`config.mk`:
```
export PLATFORM = sky130hd
export DESIGN_NAME = csad_decoder
export DESIGN_NICKNAME = d
export VERILOG_FILES = /design/src/csad_pkg.sv /design/src/csad_match.sv /design/src/csad_decoder.sv
export VERILOG_INCLUDE_DIRS = /design/src
export SDC_FILE = /design/constraint.sdc
export NUM_CORES = 1
export LEC_CHECK = 0
export ABC_AREA = 1
export BUFFER_PORTS_ARGS = -buffer_cell sky130_fd_sc_hd__buf_2
export CAP_MARGIN = 0
export CORE_AREA = 2 2 131 133
export CTS_BUF_LIST = sky130_fd_sc_hd__clkbuf_8
export DETAILED_ROUTE_END_ITERATION = 10
export DIE_AREA = 0 0 133 135
export PLACE_DENSITY = 0.81
export SYNTH_ARGS = -nofsm -noshare
export SYNTH_HDL_FRONTEND = slang
export SYNTH_SLANG_ARGS = --single-unit
```
`constraint.sdc`:
```
create_clock -name CLK_IN -period 2 [get_ports CLK_IN]
set_input_delay 0.4 -clock CLK_IN [delete_from_list [all_inputs] [get_ports CLK_IN]]
set_output_delay 0.4 -clock CLK_IN [all_outputs]
set_load 0.005 [all_outputs]
```
`src/csad_consts.svh`:
```
// Purpose: offsets, field positions, reset values of the chip-select decoder
// Assumes: byte addresses on a 32-bit apb bus
// Notes:   definitions only
`ifndef CSAD_CONSTS_SVH
`define CSAD_CONSTS_SVH

`define CSAD_SPACE0_OFS     32'hffffe400
`define CSAD_SPACE1_OFS     32'hffffe404
`define CSAD_SPACE2_OFS     32'hffffe408
`define CSAD_SPACE3_OFS     32'hffffe40c
`define CSAD_ENABLE_OFS     32'hffffe410
`define CSAD_STATUS_OFS     32'hffffe414

`define CSAD_START_LSB      16
`define CSAD_START_MSB      31
`define CSAD_MASK_LSB       0
`define CSAD_MASK_MSB       15

`define CSAD_NARROW_RST     32'h000003ff
`define CSAD_WIDE_RST       32'h000001ff
`define CSAD_ENABLE_RST     4'h4

`define CSAD_NARROW_FLOOR   32'hffffc000
`define CSAD_WIDE_FLOOR     32'hffff8000
`define CSAD_EXCL_LO        32'hffff8000

`define CSAD_ST_FULL_BIT    8
`define CSAD_ST_MISS_BIT    5
`define CSAD_ST_EXCL_BIT    4

`endif

```
`src/csad_pkg.sv`:
```
// Purpose: types of the chip-select decoder
// Assumes: nothing
// Notes:   state of the top module is one packed struct
package csad_pkg;

   typedef logic [31:0] csad_word_t;

   typedef enum logic [1:0] {
      CSAD_IDLE = 2'b01,
      CSAD_RESP = 2'b10
   } csad_apb_e;

   typedef struct packed {
      csad_apb_e       apb;
      logic            pready;
      logic            pslverr;
      csad_word_t      prdata;
      csad_word_t [3:0] space;
      logic [3:0]      enable;
      logic            full_map;
      logic [3:0]      sel_n;
      logic            miss;
      logic [3:0]      last_sel;
      logic            last_excl;
      logic            last_miss;
   } csad_state_s;

endpackage : csad_pkg

```
`src/csad_match.sv`:
```
// Purpose: one chip-select space address comparator
// Assumes: start field is the top 16 address bits
// Notes:   purely combinational, one instance per space
`timescale 1ns/1ns
`include "csad_consts.svh"
module csad_match
   import csad_pkg::*;
#(
   parameter bit WIDE = 1'b0
) (
   input  wire logic [31:0] addr_in,
   input  wire logic [15:0] start_in,
   input  wire logic [15:0] mask_in,
   input  wire logic        enable_in,
   input  wire logic        full_in,
   output logic             hit_out
);

   // expand the 16-bit mask onto the address bits it governs
   function automatic csad_word_t care_bits(input logic [15:0] mask);
      csad_word_t m;
      csad_word_t floor_bits;
      if (WIDE) begin
         m          = {1'b0, mask, 15'h0000};
         floor_bits = `CSAD_WIDE_FLOOR;
      end else begin
         m          = {2'b00, mask, 14'h0000};
         floor_bits = `CSAD_NARROW_FLOOR;
      end
      care_bits = ~m & floor_bits;
   endfunction : care_bits

   csad_word_t base;
   csad_word_t diff;

   always_comb begin
      base    = {start_in, 16'h0000};
      diff    = (addr_in ^ base) & care_bits(mask_in);
      hit_out = enable_in & (full_in | (diff == 32'h00000000));
   end

endmodule : csad_match

```
`src/csad_decoder.sv`:
```
// Purpose: chip-select address decoder with four base/mask spaces
// Assumes: apb register access, addresses synchronous to CLK_IN
// Notes:   select outputs are registered, one cycle after the address
//
// Operation
// start field holds address bits 31..16, lower bits zero.
// spaces two and three mask bits govern A30 down to A15.
// spaces zero and one mask bits govern A29 down to A14.
// spaces zero and one always compare A31 and A30.
// spaces two and three always compare A31.
// software writes zero to mask bits 15..9 of spaces two, three.
// software writes zero to mask bits 15..10 of spaces zero, one.
// sizes 16 KB (spaces 0,1) or 32 KB (2,3) up to 16 MB.
// no select asserted inside the excluded address range.
// after reset only space two enabled, covering all 4 GB.
// overlapping matches select the lowest numbered space.
// a set mask bit removes its address bit from comparison.
// start addresses fall on 64 KB multiples.
// software programs physical addresses into the registers.
// select only when space enabled and all compared bits equal.
// mask bit 15 maps to highest maskable bit, downward.
//
// The APB slave port was left to the implementer.
`timescale 1ns/1ns
`include "csad_consts.svh"
module csad_decoder
   import csad_pkg::*;
(
   input  wire logic        CLK_IN,
   input  wire logic        RESET_N_IN,
   input  wire logic        PSEL_IN,
   input  wire logic        PENABLE_IN,
   input  wire logic        PWRITE_IN,
   input  wire logic [31:0] PADDR_IN,
   input  wire logic [31:0] PWDATA_IN,
   input  wire logic [3:0]  PSTRB_IN,
   output logic      [31:0] PRDATA_OUT,
   output logic             PREADY_OUT,
   output logic             PSLVERR_OUT,
   input  wire logic [31:0] BUS_ADDR_IN,
   input  wire logic        BUS_ADDR_VALID_IN,
   output logic             SELECT_SPACE_ZERO_N_OUT,
   output logic             SELECT_SPACE_ONE_N_OUT,
   output logic             SELECT_SPACE_TWO_N_OUT,
   output logic             SELECT_SPACE_THREE_N_OUT,
   output logic             SPACE_MISS_OUT
);

   csad_state_s st;
   csad_state_s next_st;

   logic [3:0]  hit;
   logic [3:0]  onehot;
   logic        excluded;
   logic        setup;
   logic        access;
   logic        do_write;

   // byte lanes merge into the old word
   function automatic csad_word_t merge_strobe(
      input csad_word_t old_word,
      input csad_word_t new_word,
      input logic [3:0] strb
   );
      csad_word_t res;
      res = old_word;
      for (int i = 0; i < 4; i++) begin
         if (strb[i]) begin
            res[8*i +: 8] = new_word[8*i +: 8];
         end
      end
      merge_strobe = res;
   endfunction : merge_strobe

   // register index decode, 3'd7 for unmapped
   function automatic logic [2:0] reg_index(input csad_word_t addr);
      logic [2:0] idx;
      idx = 3'd7;
      unique case (addr)
         `CSAD_SPACE0_OFS: idx = 3'd0;
         `CSAD_SPACE1_OFS: idx = 3'd1;
         `CSAD_SPACE2_OFS: idx = 3'd2;
         `CSAD_SPACE3_OFS: idx = 3'd3;
         `CSAD_ENABLE_OFS: idx = 3'd4;
         `CSAD_STATUS_OFS: idx = 3'd5;
         default:          idx = 3'd7;
      endcase
      reg_index = idx;
   endfunction : reg_index

   // fixed priority, lowest space number wins
   function automatic logic [3:0] lowest_first(input logic [3:0] req);
      logic [3:0] res;
      res = 4'h0;
      for (int i = 3; i >= 0; i--) begin
         if (req[i]) begin
            res = 4'h0;
            res[i] = 1'b1;
         end
      end
      lowest_first = res;
   endfunction : lowest_first

   // spaces zero and one use the narrow mask window
   csad_match #(
      .WIDE(1'b0)
   ) u_match0 (
      .addr_in   (BUS_ADDR_IN),
      .start_in  (st.space[0][`CSAD_START_MSB:`CSAD_START_LSB]),
      .mask_in   (st.space[0][`CSAD_MASK_MSB:`CSAD_MASK_LSB]),
      .enable_in (st.enable[0]),
      .full_in   (1'b0),
      .hit_out   (hit[0])
   );

   csad_match #(
      .WIDE(1'b0)
   ) u_match1 (
      .addr_in   (BUS_ADDR_IN),
      .start_in  (st.space[1][`CSAD_START_MSB:`CSAD_START_LSB]),
      .mask_in   (st.space[1][`CSAD_MASK_MSB:`CSAD_MASK_LSB]),
      .enable_in (st.enable[1]),
      .full_in   (1'b0),
      .hit_out   (hit[1])
   );

   // space two carries the reset-time whole-map window
   csad_match #(
      .WIDE(1'b1)
   ) u_match2 (
      .addr_in   (BUS_ADDR_IN),
      .start_in  (st.space[2][`CSAD_START_MSB:`CSAD_START_LSB]),
      .mask_in   (st.space[2][`CSAD_MASK_MSB:`CSAD_MASK_LSB]),
      .enable_in (st.enable[2]),
      .full_in   (st.full_map),
      .hit_out   (hit[2])
   );

   csad_match #(
      .WIDE(1'b1)
   ) u_match3 (
      .addr_in   (BUS_ADDR_IN),
      .start_in  (st.space[3][`CSAD_START_MSB:`CSAD_START_LSB]),
      .mask_in   (st.space[3][`CSAD_MASK_MSB:`CSAD_MASK_LSB]),
      .enable_in (st.enable[3]),
      .full_in   (1'b0),
      .hit_out   (hit[3])
   );

   always_comb begin
      next_st  = st;
      excluded = (BUS_ADDR_IN >= `CSAD_EXCL_LO);
      onehot   = excluded ? 4'h0 : lowest_first(hit);
      setup    = PSEL_IN & ~PENABLE_IN;
      access   = PSEL_IN & PENABLE_IN & st.pready;
      do_write = access & PWRITE_IN;

      // apb: one wait-free access phase, answer comes from flops
      unique case (st.apb)
         CSAD_IDLE: begin
            next_st.pready  = 1'b0;
            next_st.pslverr = 1'b0;
            if (setup) begin
               next_st.apb     = CSAD_RESP;
               next_st.pready  = 1'b1;
               next_st.pslverr = (reg_index(PADDR_IN) == 3'd7);
               next_st.prdata  = 32'h00000000;
               if (!PWRITE_IN) begin
                  unique case (reg_index(PADDR_IN))
                     3'd0: next_st.prdata = st.space[0];
                     3'd1: next_st.prdata = st.space[1];
                     3'd2: next_st.prdata = st.space[2];
                     3'd3: next_st.prdata = st.space[3];
                     3'd4: next_st.prdata = {28'h0000000, st.enable};
                     3'd5: begin
                        next_st.prdata[3:0]                 = st.last_sel;
                        next_st.prdata[`CSAD_ST_EXCL_BIT]   = st.last_excl;
                        next_st.prdata[`CSAD_ST_MISS_BIT]   = st.last_miss;
                        next_st.prdata[`CSAD_ST_FULL_BIT]   = st.full_map;
                     end
                     default: next_st.prdata = 32'h00000000;
                  endcase
               end
            end
         end
         CSAD_RESP: begin
            if (access) begin
               next_st.apb     = CSAD_IDLE;
               next_st.pready  = 1'b0;
               next_st.pslverr = 1'b0;
               next_st.prdata  = 32'h00000000;
            end
         end
      endcase

      // writes land at the edge that samples pready high
      // mask bits kept as written; clearing high bits is up to software
      if (do_write) begin
         unique case (reg_index(PADDR_IN))
            3'd0: next_st.space[0] = merge_strobe(st.space[0], PWDATA_IN, PSTRB_IN);
            3'd1: next_st.space[1] = merge_strobe(st.space[1], PWDATA_IN, PSTRB_IN);
            3'd2: begin
               next_st.space[2] = merge_strobe(st.space[2], PWDATA_IN, PSTRB_IN);
               next_st.full_map = 1'b0;
            end
            3'd3: next_st.space[3] = merge_strobe(st.space[3], PWDATA_IN, PSTRB_IN);
            3'd4: begin
               if (PSTRB_IN[0]) begin
                  next_st.enable = PWDATA_IN[3:0];
               end
            end
            default: begin
               next_st.enable = st.enable;
            end
         endcase
      end

      // selects follow the address by one cycle; idle bus selects nothing
      if (BUS_ADDR_VALID_IN) begin
         next_st.sel_n     = ~onehot;
         next_st.miss      = (onehot == 4'h0);
         next_st.last_sel  = onehot;
         next_st.last_excl = excluded;
         next_st.last_miss = (onehot == 4'h0);
      end else begin
         next_st.sel_n = 4'hf;
         next_st.miss  = 1'b0;
      end
   end

   always_ff @(posedge CLK_IN or negedge RESET_N_IN) begin
      if (!RESET_N_IN) begin
         st           <= '0;
         st.apb       <= CSAD_IDLE;
         st.space[0]  <= `CSAD_NARROW_RST;
         st.space[1]  <= `CSAD_NARROW_RST;
         st.space[2]  <= `CSAD_WIDE_RST;
         st.space[3]  <= `CSAD_WIDE_RST;
         st.enable    <= `CSAD_ENABLE_RST;
         st.full_map  <= 1'b1;
         st.sel_n     <= 4'hf;
      end else begin
         st <= next_st;
      end
   end

   // every output straight from a flip-flop
   assign PRDATA_OUT               = st.prdata;
   assign PREADY_OUT               = st.pready;
   assign PSLVERR_OUT              = st.pslverr;
   assign SELECT_SPACE_ZERO_N_OUT  = st.sel_n[0];
   assign SELECT_SPACE_ONE_N_OUT   = st.sel_n[1];
   assign SELECT_SPACE_TWO_N_OUT   = st.sel_n[2];
   assign SELECT_SPACE_THREE_N_OUT = st.sel_n[3];
   assign SPACE_MISS_OUT           = st.miss;

endmodule : csad_decoder

```
==> reports/metrics.cfg, run 1 <==
[routing]
drtIter0Drc=968
num_vias=9389
vias_per_cell=5.51
wire_per_inst_um=17.7
routed_wl_um=30100
dr.pass1.iters=6
ant_nets=0
drc=0

[critical_path]
reg2reg_depth=9
r2r-start=st[16]
criticalPathCategory=primary input to flip-flop
start_kind=primary input
worstPathRequired_ns=2.38
critPathCapture=PRDATA_OUT[18]
r2r_end=st[4]
r2r_slack_ns=0.13
cp_max_fo=9
crit_start=PADDR_IN[14]
setup.worst_path.end_class=flip-flop
worstPathArrival_ns=2.29

[pwr]
cellLeakagePower_uw=0.00574
p_per_area_nw_per_um2=610
ir_worst_vdd_uv=581

[clocking]
root_buffer=clkbuf_8
clkLatencyLatePin_ns=0.48
clkSinkCount=180
max-clock-path-buffers=2
path_clk_slew_ns=0.10
cts_tree=done
cts-htree-levels=4
cts_setup_buffers=0
numCtsBuffers=17

[logic_synthesis]
ys_warn_count=0
synth_top_area_share=0.344
synthSimpleGateAreaFrac=0.292
ys.flop_type=dfrtp_1
synth_seq_cells=180
synthXorXnorAreaFrac=0.0160
synthTopCellsByCount=nand2_1, dfrtp_1, inv_1, o21ai_1, nor2_1
netlist_instances=1294
synth.most_common_cell=nand2_1
synth_compound_area_frac=0.128
synthAdderAreaFrac=0.00127
synth_area_leader_cell=dfrtp_1
avgSynthCellArea_um2=7.59
synth_nets=1401
yosysSeqAreaShare=0.464
async_reset_ff_frac=1.00
synth.distinct_cells=42
synth_mux_area_frac=0
synth_top_family_by_area=simple AND/OR/NAND/NOR gates
synth_area_leaders=dfrtp_1, nand2_1, dfstp_2
syn_area_um2=9820
synth_edf_count=0

[grt]
grt_pass1_wl_um=47500
grt_max_degree=50
grt_pass1_vias=8762
track_usage=0.351
antenna_found_initial=1
overflow=0

[final_layout]
area_growth_syn_to_layout_pct=19.1
finalNonFillerCells=1703
layout-drive-gt1-share=0.250
num-nets-final=1576

[die]
die_y_um=135
row_count=47
num_io_pins=145
start_util=0.599
core-area_um2=16400
die_w_um=133
dieArea_um2=18000

[placed_design]
dp_hpwl_um=23600
placed_cells=1669
port_buffers=130
gp_congestion=0.973

[timing]
slew_headroom=0.707
slew_viol_final=0
hold_viol=0
fin_crit_ns=1.91
setup_viol=0
period_share=0.956
rsz0062_at_grt=no
worst_pin_slew_ns=0.439
clock_skew_ns=0.0133
setup_tns_ns=0
max_freq_ghz=0.523

[min_path]
hold_path.class=primary input to flip-flop

[status]
status=complete, no violations

[flow_run]
maxCapViolCount=0

## per-stage QoR
step | hold WS, ns | total power [uW] | instance area [um^2] | utilization | setup slack (ns)
after floorplan | 0.104 | 4120 | 9990 | - | -0.102
after global placement | 0.348 | 4500 | 11200 | 0.685 | -0.390
after detailed placement | 0.354 | 4520 | 11200 | 0.685 | -0.416
after CTS | 0.149 | 7160 | 11700 | 0.713 | 0.0893
after global routing | 0.175 | 7380 | 11700 | 0.713 | 0.00221
final | 0.171 | 7130 | 11700 | 0.713 | 0.0877
## worst max-delay path, cell delays in order
cell and delay, ns:
buf_2 0.13, inv_8 0.03, nor2_4 0.10, nand2_2 0.09, nor2_8 0.17, buf_4 0.15, nand3_1 0.07, nand2_1 0.11
nand2_2 0.09, nand4_4 0.16, buf_12 0.15, o21ai_0 0.07, o21ai_0 0.33, buf_4 0.19, nand2_1 0.04
## layout make-up
type | instances | area, um^2
Fill cell | 1365 | 4710
Sequential cell | 180 | 4560
Multi-Input combinational cell | 910 | 4390
Timing Repair Buffer | 222 | 1490
Inverter | 138 | 546
Tap cell | 220 | 275
Clock buffer | 17 | 234
Clock inverter | 15 | 209
Antenna cell | 1 | 2.50
## routing by layer
layer | track usage | vias to the layer above | part of all wire
met5 | 0 | - | 0
met4 | 0.105 | 0 | 0.024
met3 | 0.0781 | 57 | 0.10
met2 | 0.535 | 436 | 0.44
met1 | 0.507 | 4423 | 0.43
li1 | - | 4473 | -
## how the worst min path moves through the flow
stage                      start            end  slack, ns  cells past startpoint
4_1_cts        BUS_ADDR_VALID_IN          st[2]       0.15                      2
3_5_place_dp          RESET_N_IN         st[35]       0.35                      1
5_1_grt        BUS_ADDR_VALID_IN          st[3]       0.18                      2
2_1_floorplan         RESET_N_IN  PRDATA_OUT[0]       0.10                      0
6_report       BUS_ADDR_VALID_IN          st[2]       0.17                      2
3_3_place_gp          RESET_N_IN         st[67]       0.35                      1
## layout by cell type, fill, tap and decap left out, drive strengths merged, types with 4 or more instances in the layout
cell    instances
nand2         439
buf           221
o21ai         199
inv           141
dfrtp         135
nor2          122
dfstp          45
nand4          40
a21oi          33
nand3          31
clkbuf         17
xnor2          14
clkinv         10
o22ai           9
nand3b          5
xor2            4
## kinds of logic (layout without fill, tap and decap cells)
| logic type | count (synthesis) | count (layout) |
|---|---|---|
| XOR/XNOR | 18 | 18 |
| buffers and inverters | 204 | 392 |
| flip-flops | 180 | 180 |
| AO/OA/AOI/OAI | 247 | 247 |
| AND/OR/NAND/NOR | 644 | 644 |
| adder cells (fa/ha/maj) | 1 | 1 |
| other | 0 | 1 |
## registers in the layout, indices dropped and copies added, names as in the netlist
name and cells:
PRDATA_OUT 32, PREADY_OUT 1, PSLVERR_OUT 1, SELECT_SPACE_ONE_N_OUT 1
SELECT_SPACE_THREE_N_OUT 1, SELECT_SPACE_TWO_N_OUT 1, SELECT_SPACE_ZERO_N_OUT 1, SPACE_MISS_OUT 1
st 141
## power by group
group,switching (uW),internal [uW],total (uW)
logic,496,264,760
clock network,1590,1090,2680
registers,15.5,3680,3700
## what timing repair did
| item | in CTS | in global routing |
|---|---|---|
| resized for setup | 0 | 3 |
| endpoints found under the hold margin | 11 | 0 |
| endpoints found under the setup margin | 0 | 7 |
| hold buffers | 1 | 0 |
Note: power is estimated with default switching activity, not from simulation.
==> inputs of run 2 (changes only) <==
==> constraint.sdc (replaced) <==
create_clock -name CLK_IN -period 2 [get_ports CLK_IN]
set_input_delay 0.5 -clock CLK_IN [delete_from_list [all_inputs] [get_ports CLK_IN]]
set_output_delay 0.5 -clock CLK_IN [all_outputs]
set_load 0.005 [all_outputs]
==> run 2 against run 1 <==
Effect of this change: count of clock-buffer cells in the layout up 1; global-route usage down 1.4 points; first-iteration DRC count up 9.1%; critical path depth up 1; sequential share of layout area down 0.058 points; largest cell class unchanged; largest power group unchanged.
==> reports/metrics.cfg, run 2 (synthesized netlist as in run 1, its figures left out) <==
[pwr]
p_int_uw=5010  ; -0.49%
cellLeakagePower_uw=0.00579  ; +0.95%
p_sw_frac=0.280  ; -0.0150
power.share.clock=0.359  ; -0.016
power_switching_uw=1940  ; -7.5%
seqPwrFrac=0.531  ; +0.013
ir_worst_vdd_uv=438  ; -25%
p_comb_frac=0.110  ; +0.003
p_per_area_nw_per_um2=593  ; -2.7%

[final_layout]
nFillCells=1322  ; -3.2%
final-seq-area_um2=4560  ; unchanged
mostFrequentLayoutCells=nand2_1, dfrtp_1, inv_1, buf_2, o21ai_1
layout-drive-gt1-share=0.251  ; about the same
num-nets-final=1575  ; -0.063%
largest_reg_flops=141  ; unchanged
layout_commonest_cell=nand2_1
top_register=st
area_growth_syn_to_layout_pct=19.3
final_core_util=0.714  ; +0.00107
multi_input_area_um2=4420  ; +0.80%

[critical_path]
worstPathArrival_ns=2.35  ; +0.06 ns
path_cells=buf_2 -> nor2_4 -> nand2_2 -> nor2_8 -> nand3_4 -> clkinv_4 -> nand2_8 -> ha_4 -> nand2_8 -> nand4_4 -> buf_12 -> nand3b_1 -> nand2_1 -> inv_2 -> o21ai_0 -> nand2_1
crit_start=PADDR_IN[8]
cp_slowest_cell=buf_12
worstPathRequired_ns=2.42  ; +0.04 ns
cp_max_fo=10  ; +1
criticalPathCategory=primary input to flip-flop
r2r-start=st[112]
setup.worst_path.end_class=flip-flop
start_kind=primary input
slowest_delay_ns=0.20  ; -0.13 ns

[routing]
drtIter0Drc=1056  ; +9.1%
routed_wl_um=29400  ; -2.3%
num_vias=9389  ; unchanged
drc=0  ; unchanged
vias_per_cell=5.52  ; about the same
wire_per_inst_um=17.3  ; -2.2%
ant_nets=0  ; unchanged
dr.pass1.iters=6  ; unchanged

[grt]
grt_max_degree=53  ; +6.0%
overflow=0  ; unchanged
met3_usage=0.0732  ; -0.00488
grt_util_met2=0.510  ; -0.0250
grtUsageMet1=0.479  ; -0.0278
antenna_found_initial=1  ; unchanged
grt.busiest_layer=met2
grt_pass1_vias=8842  ; +0.91%
grt_pass1_wl_um=46500  ; -2.3%
track_usage=0.338  ; -0.0139

[timing]
rsz0062_at_grt=yes
max_freq_ghz=0.518  ; -0.86%
fin_crit_ns=1.93  ; +0.0166 ns
period_share=0.964  ; +0.00828
worst_pin_slew_ns=0.421  ; -0.0173 ns
slew_viol_final=0  ; unchanged
worst_slack_ns=0.0712  ; -0.0166 ns
clock_skew_ns=0.0100  ; -0.00321 ns
setup_viol=0  ; unchanged
slew_headroom=0.719  ; +0.0115
hold_viol=0  ; unchanged

[min_path]
hp-start=BUS_ADDR_VALID_IN
hold_path.class=primary input to flip-flop

[clocking]
clkLatencyLatePin_ns=0.48  ; about the same
max-clock-path-buffers=2  ; unchanged
cts-htree-levels=4  ; unchanged
cts_tree=done
numCtsBuffers=17  ; unchanged
root_buffer=clkbuf_8
clkSinkCount=180  ; unchanged
cts_setup_buffers=0  ; unchanged
path_clk_slew_ns=0.10  ; about the same

[die]
core-area_um2=16400  ; unchanged
num_io_pins=145  ; unchanged
die_w_um=133  ; unchanged
die_y_um=135  ; unchanged
row_count=47  ; unchanged
dieArea_um2=18000  ; unchanged
start_util=0.599  ; unchanged

[placed_design]
dp_slack_ns=-0.475  ; -0.0583 ns
dp_hpwl_um=22900  ; -3.1%
port_buffers=130  ; unchanged
gp_congestion=0.984  ; +1.1%

[flow_run]
maxCapViolCount=0  ; unchanged

[status]
status=complete, no violations

[run 2: cell count changes in the layout (fill, tap and decap cells not counted), moves of 2 or more]
cell	delta
nand2_4	+4
nor2_2	-3
inv_6	+4
buf_12	+2
o21ai_0	-3
clkinv_8	-6
o21ai_1	+3
nand2_2	-3
buf_6	+3
buf_4	-6
nor2_4	+2
[run 2: worst paths after layout]
path | endpoint | slack, ns | cells after the start
max in group asynchronous | st[178] | 0.87 | 3
min in group asynchronous | st[130] | 0.52 | 2
setup reg to reg | SELECT_SPACE_THREE_N_OUT | 0.20 | 8
hold reg to reg | st[112] | 0.48 | 2
setup / recovery | PRDATA_OUT[5] | 0.07 | 16
hold / removal | st[5] | 0.28 | 2
[run 2: routing by layer]
layer | part of all wire | vias up
li1 | - | 4471
met1 | 0.42 | 4360
met2 | 0.44 | 490
met3 | 0.10 | 68
met4 | 0.032 | 0
met5 | 0 | -
[run 2: repair_timing]
item | 4_1_cts | 5_1_grt
hold buffers | 1 | 0
setup endpoints to repair | 0 | 71
resized for setup | 0 | 19
endpoints found under the hold margin | 8 | 0
[run 2: worst max-delay path: cells and delay by family]
family | cells | cell delay (ns)
simple gates | 10 | 1.06
compound gates | 1 | 0.12
fa+ha+maj | 1 | 0.17
buf+inv | 4 | 0.50
[run 2: through the flow]
step	setup TNS, ns	instances	area, um^2	total power (uW)	hold WS, ns
floorplan	-17.10	1294	9990	4120	0.204
global placement	-44.88	1668	11300	4500	0.446
detailed placement	-50.84	1668	11300	4520	0.453
CTS	0	1701	11700	6970	0.262
global route	-0.0853	1702	11700	7220	0.311
finish	0	1702	11700	6950	0.279
[run 2: power by group through the flow]
stage               registers, uW  logic [uW]  clock network (uW)
finish                       3690         762                2500
global route                 3700         849                2670
CTS                          3690         758                2520
detailed placement           3760         755                   0
global placement             3760         741                   0
floorplan                    3760         357                   0
[run 2: final cells by class]
class | count | area share
clock buffers | 18 | 0.0211
repair buffers | 221 | 0.129
well taps | 220 | 0.0235
multi-input cells | 910 | 0.377
clock inverters | 14 | 0.0121
flip-flops and latches | 180 | 0.389
diodes | 1 | 0.000214
inverters | 138 | 0.0472
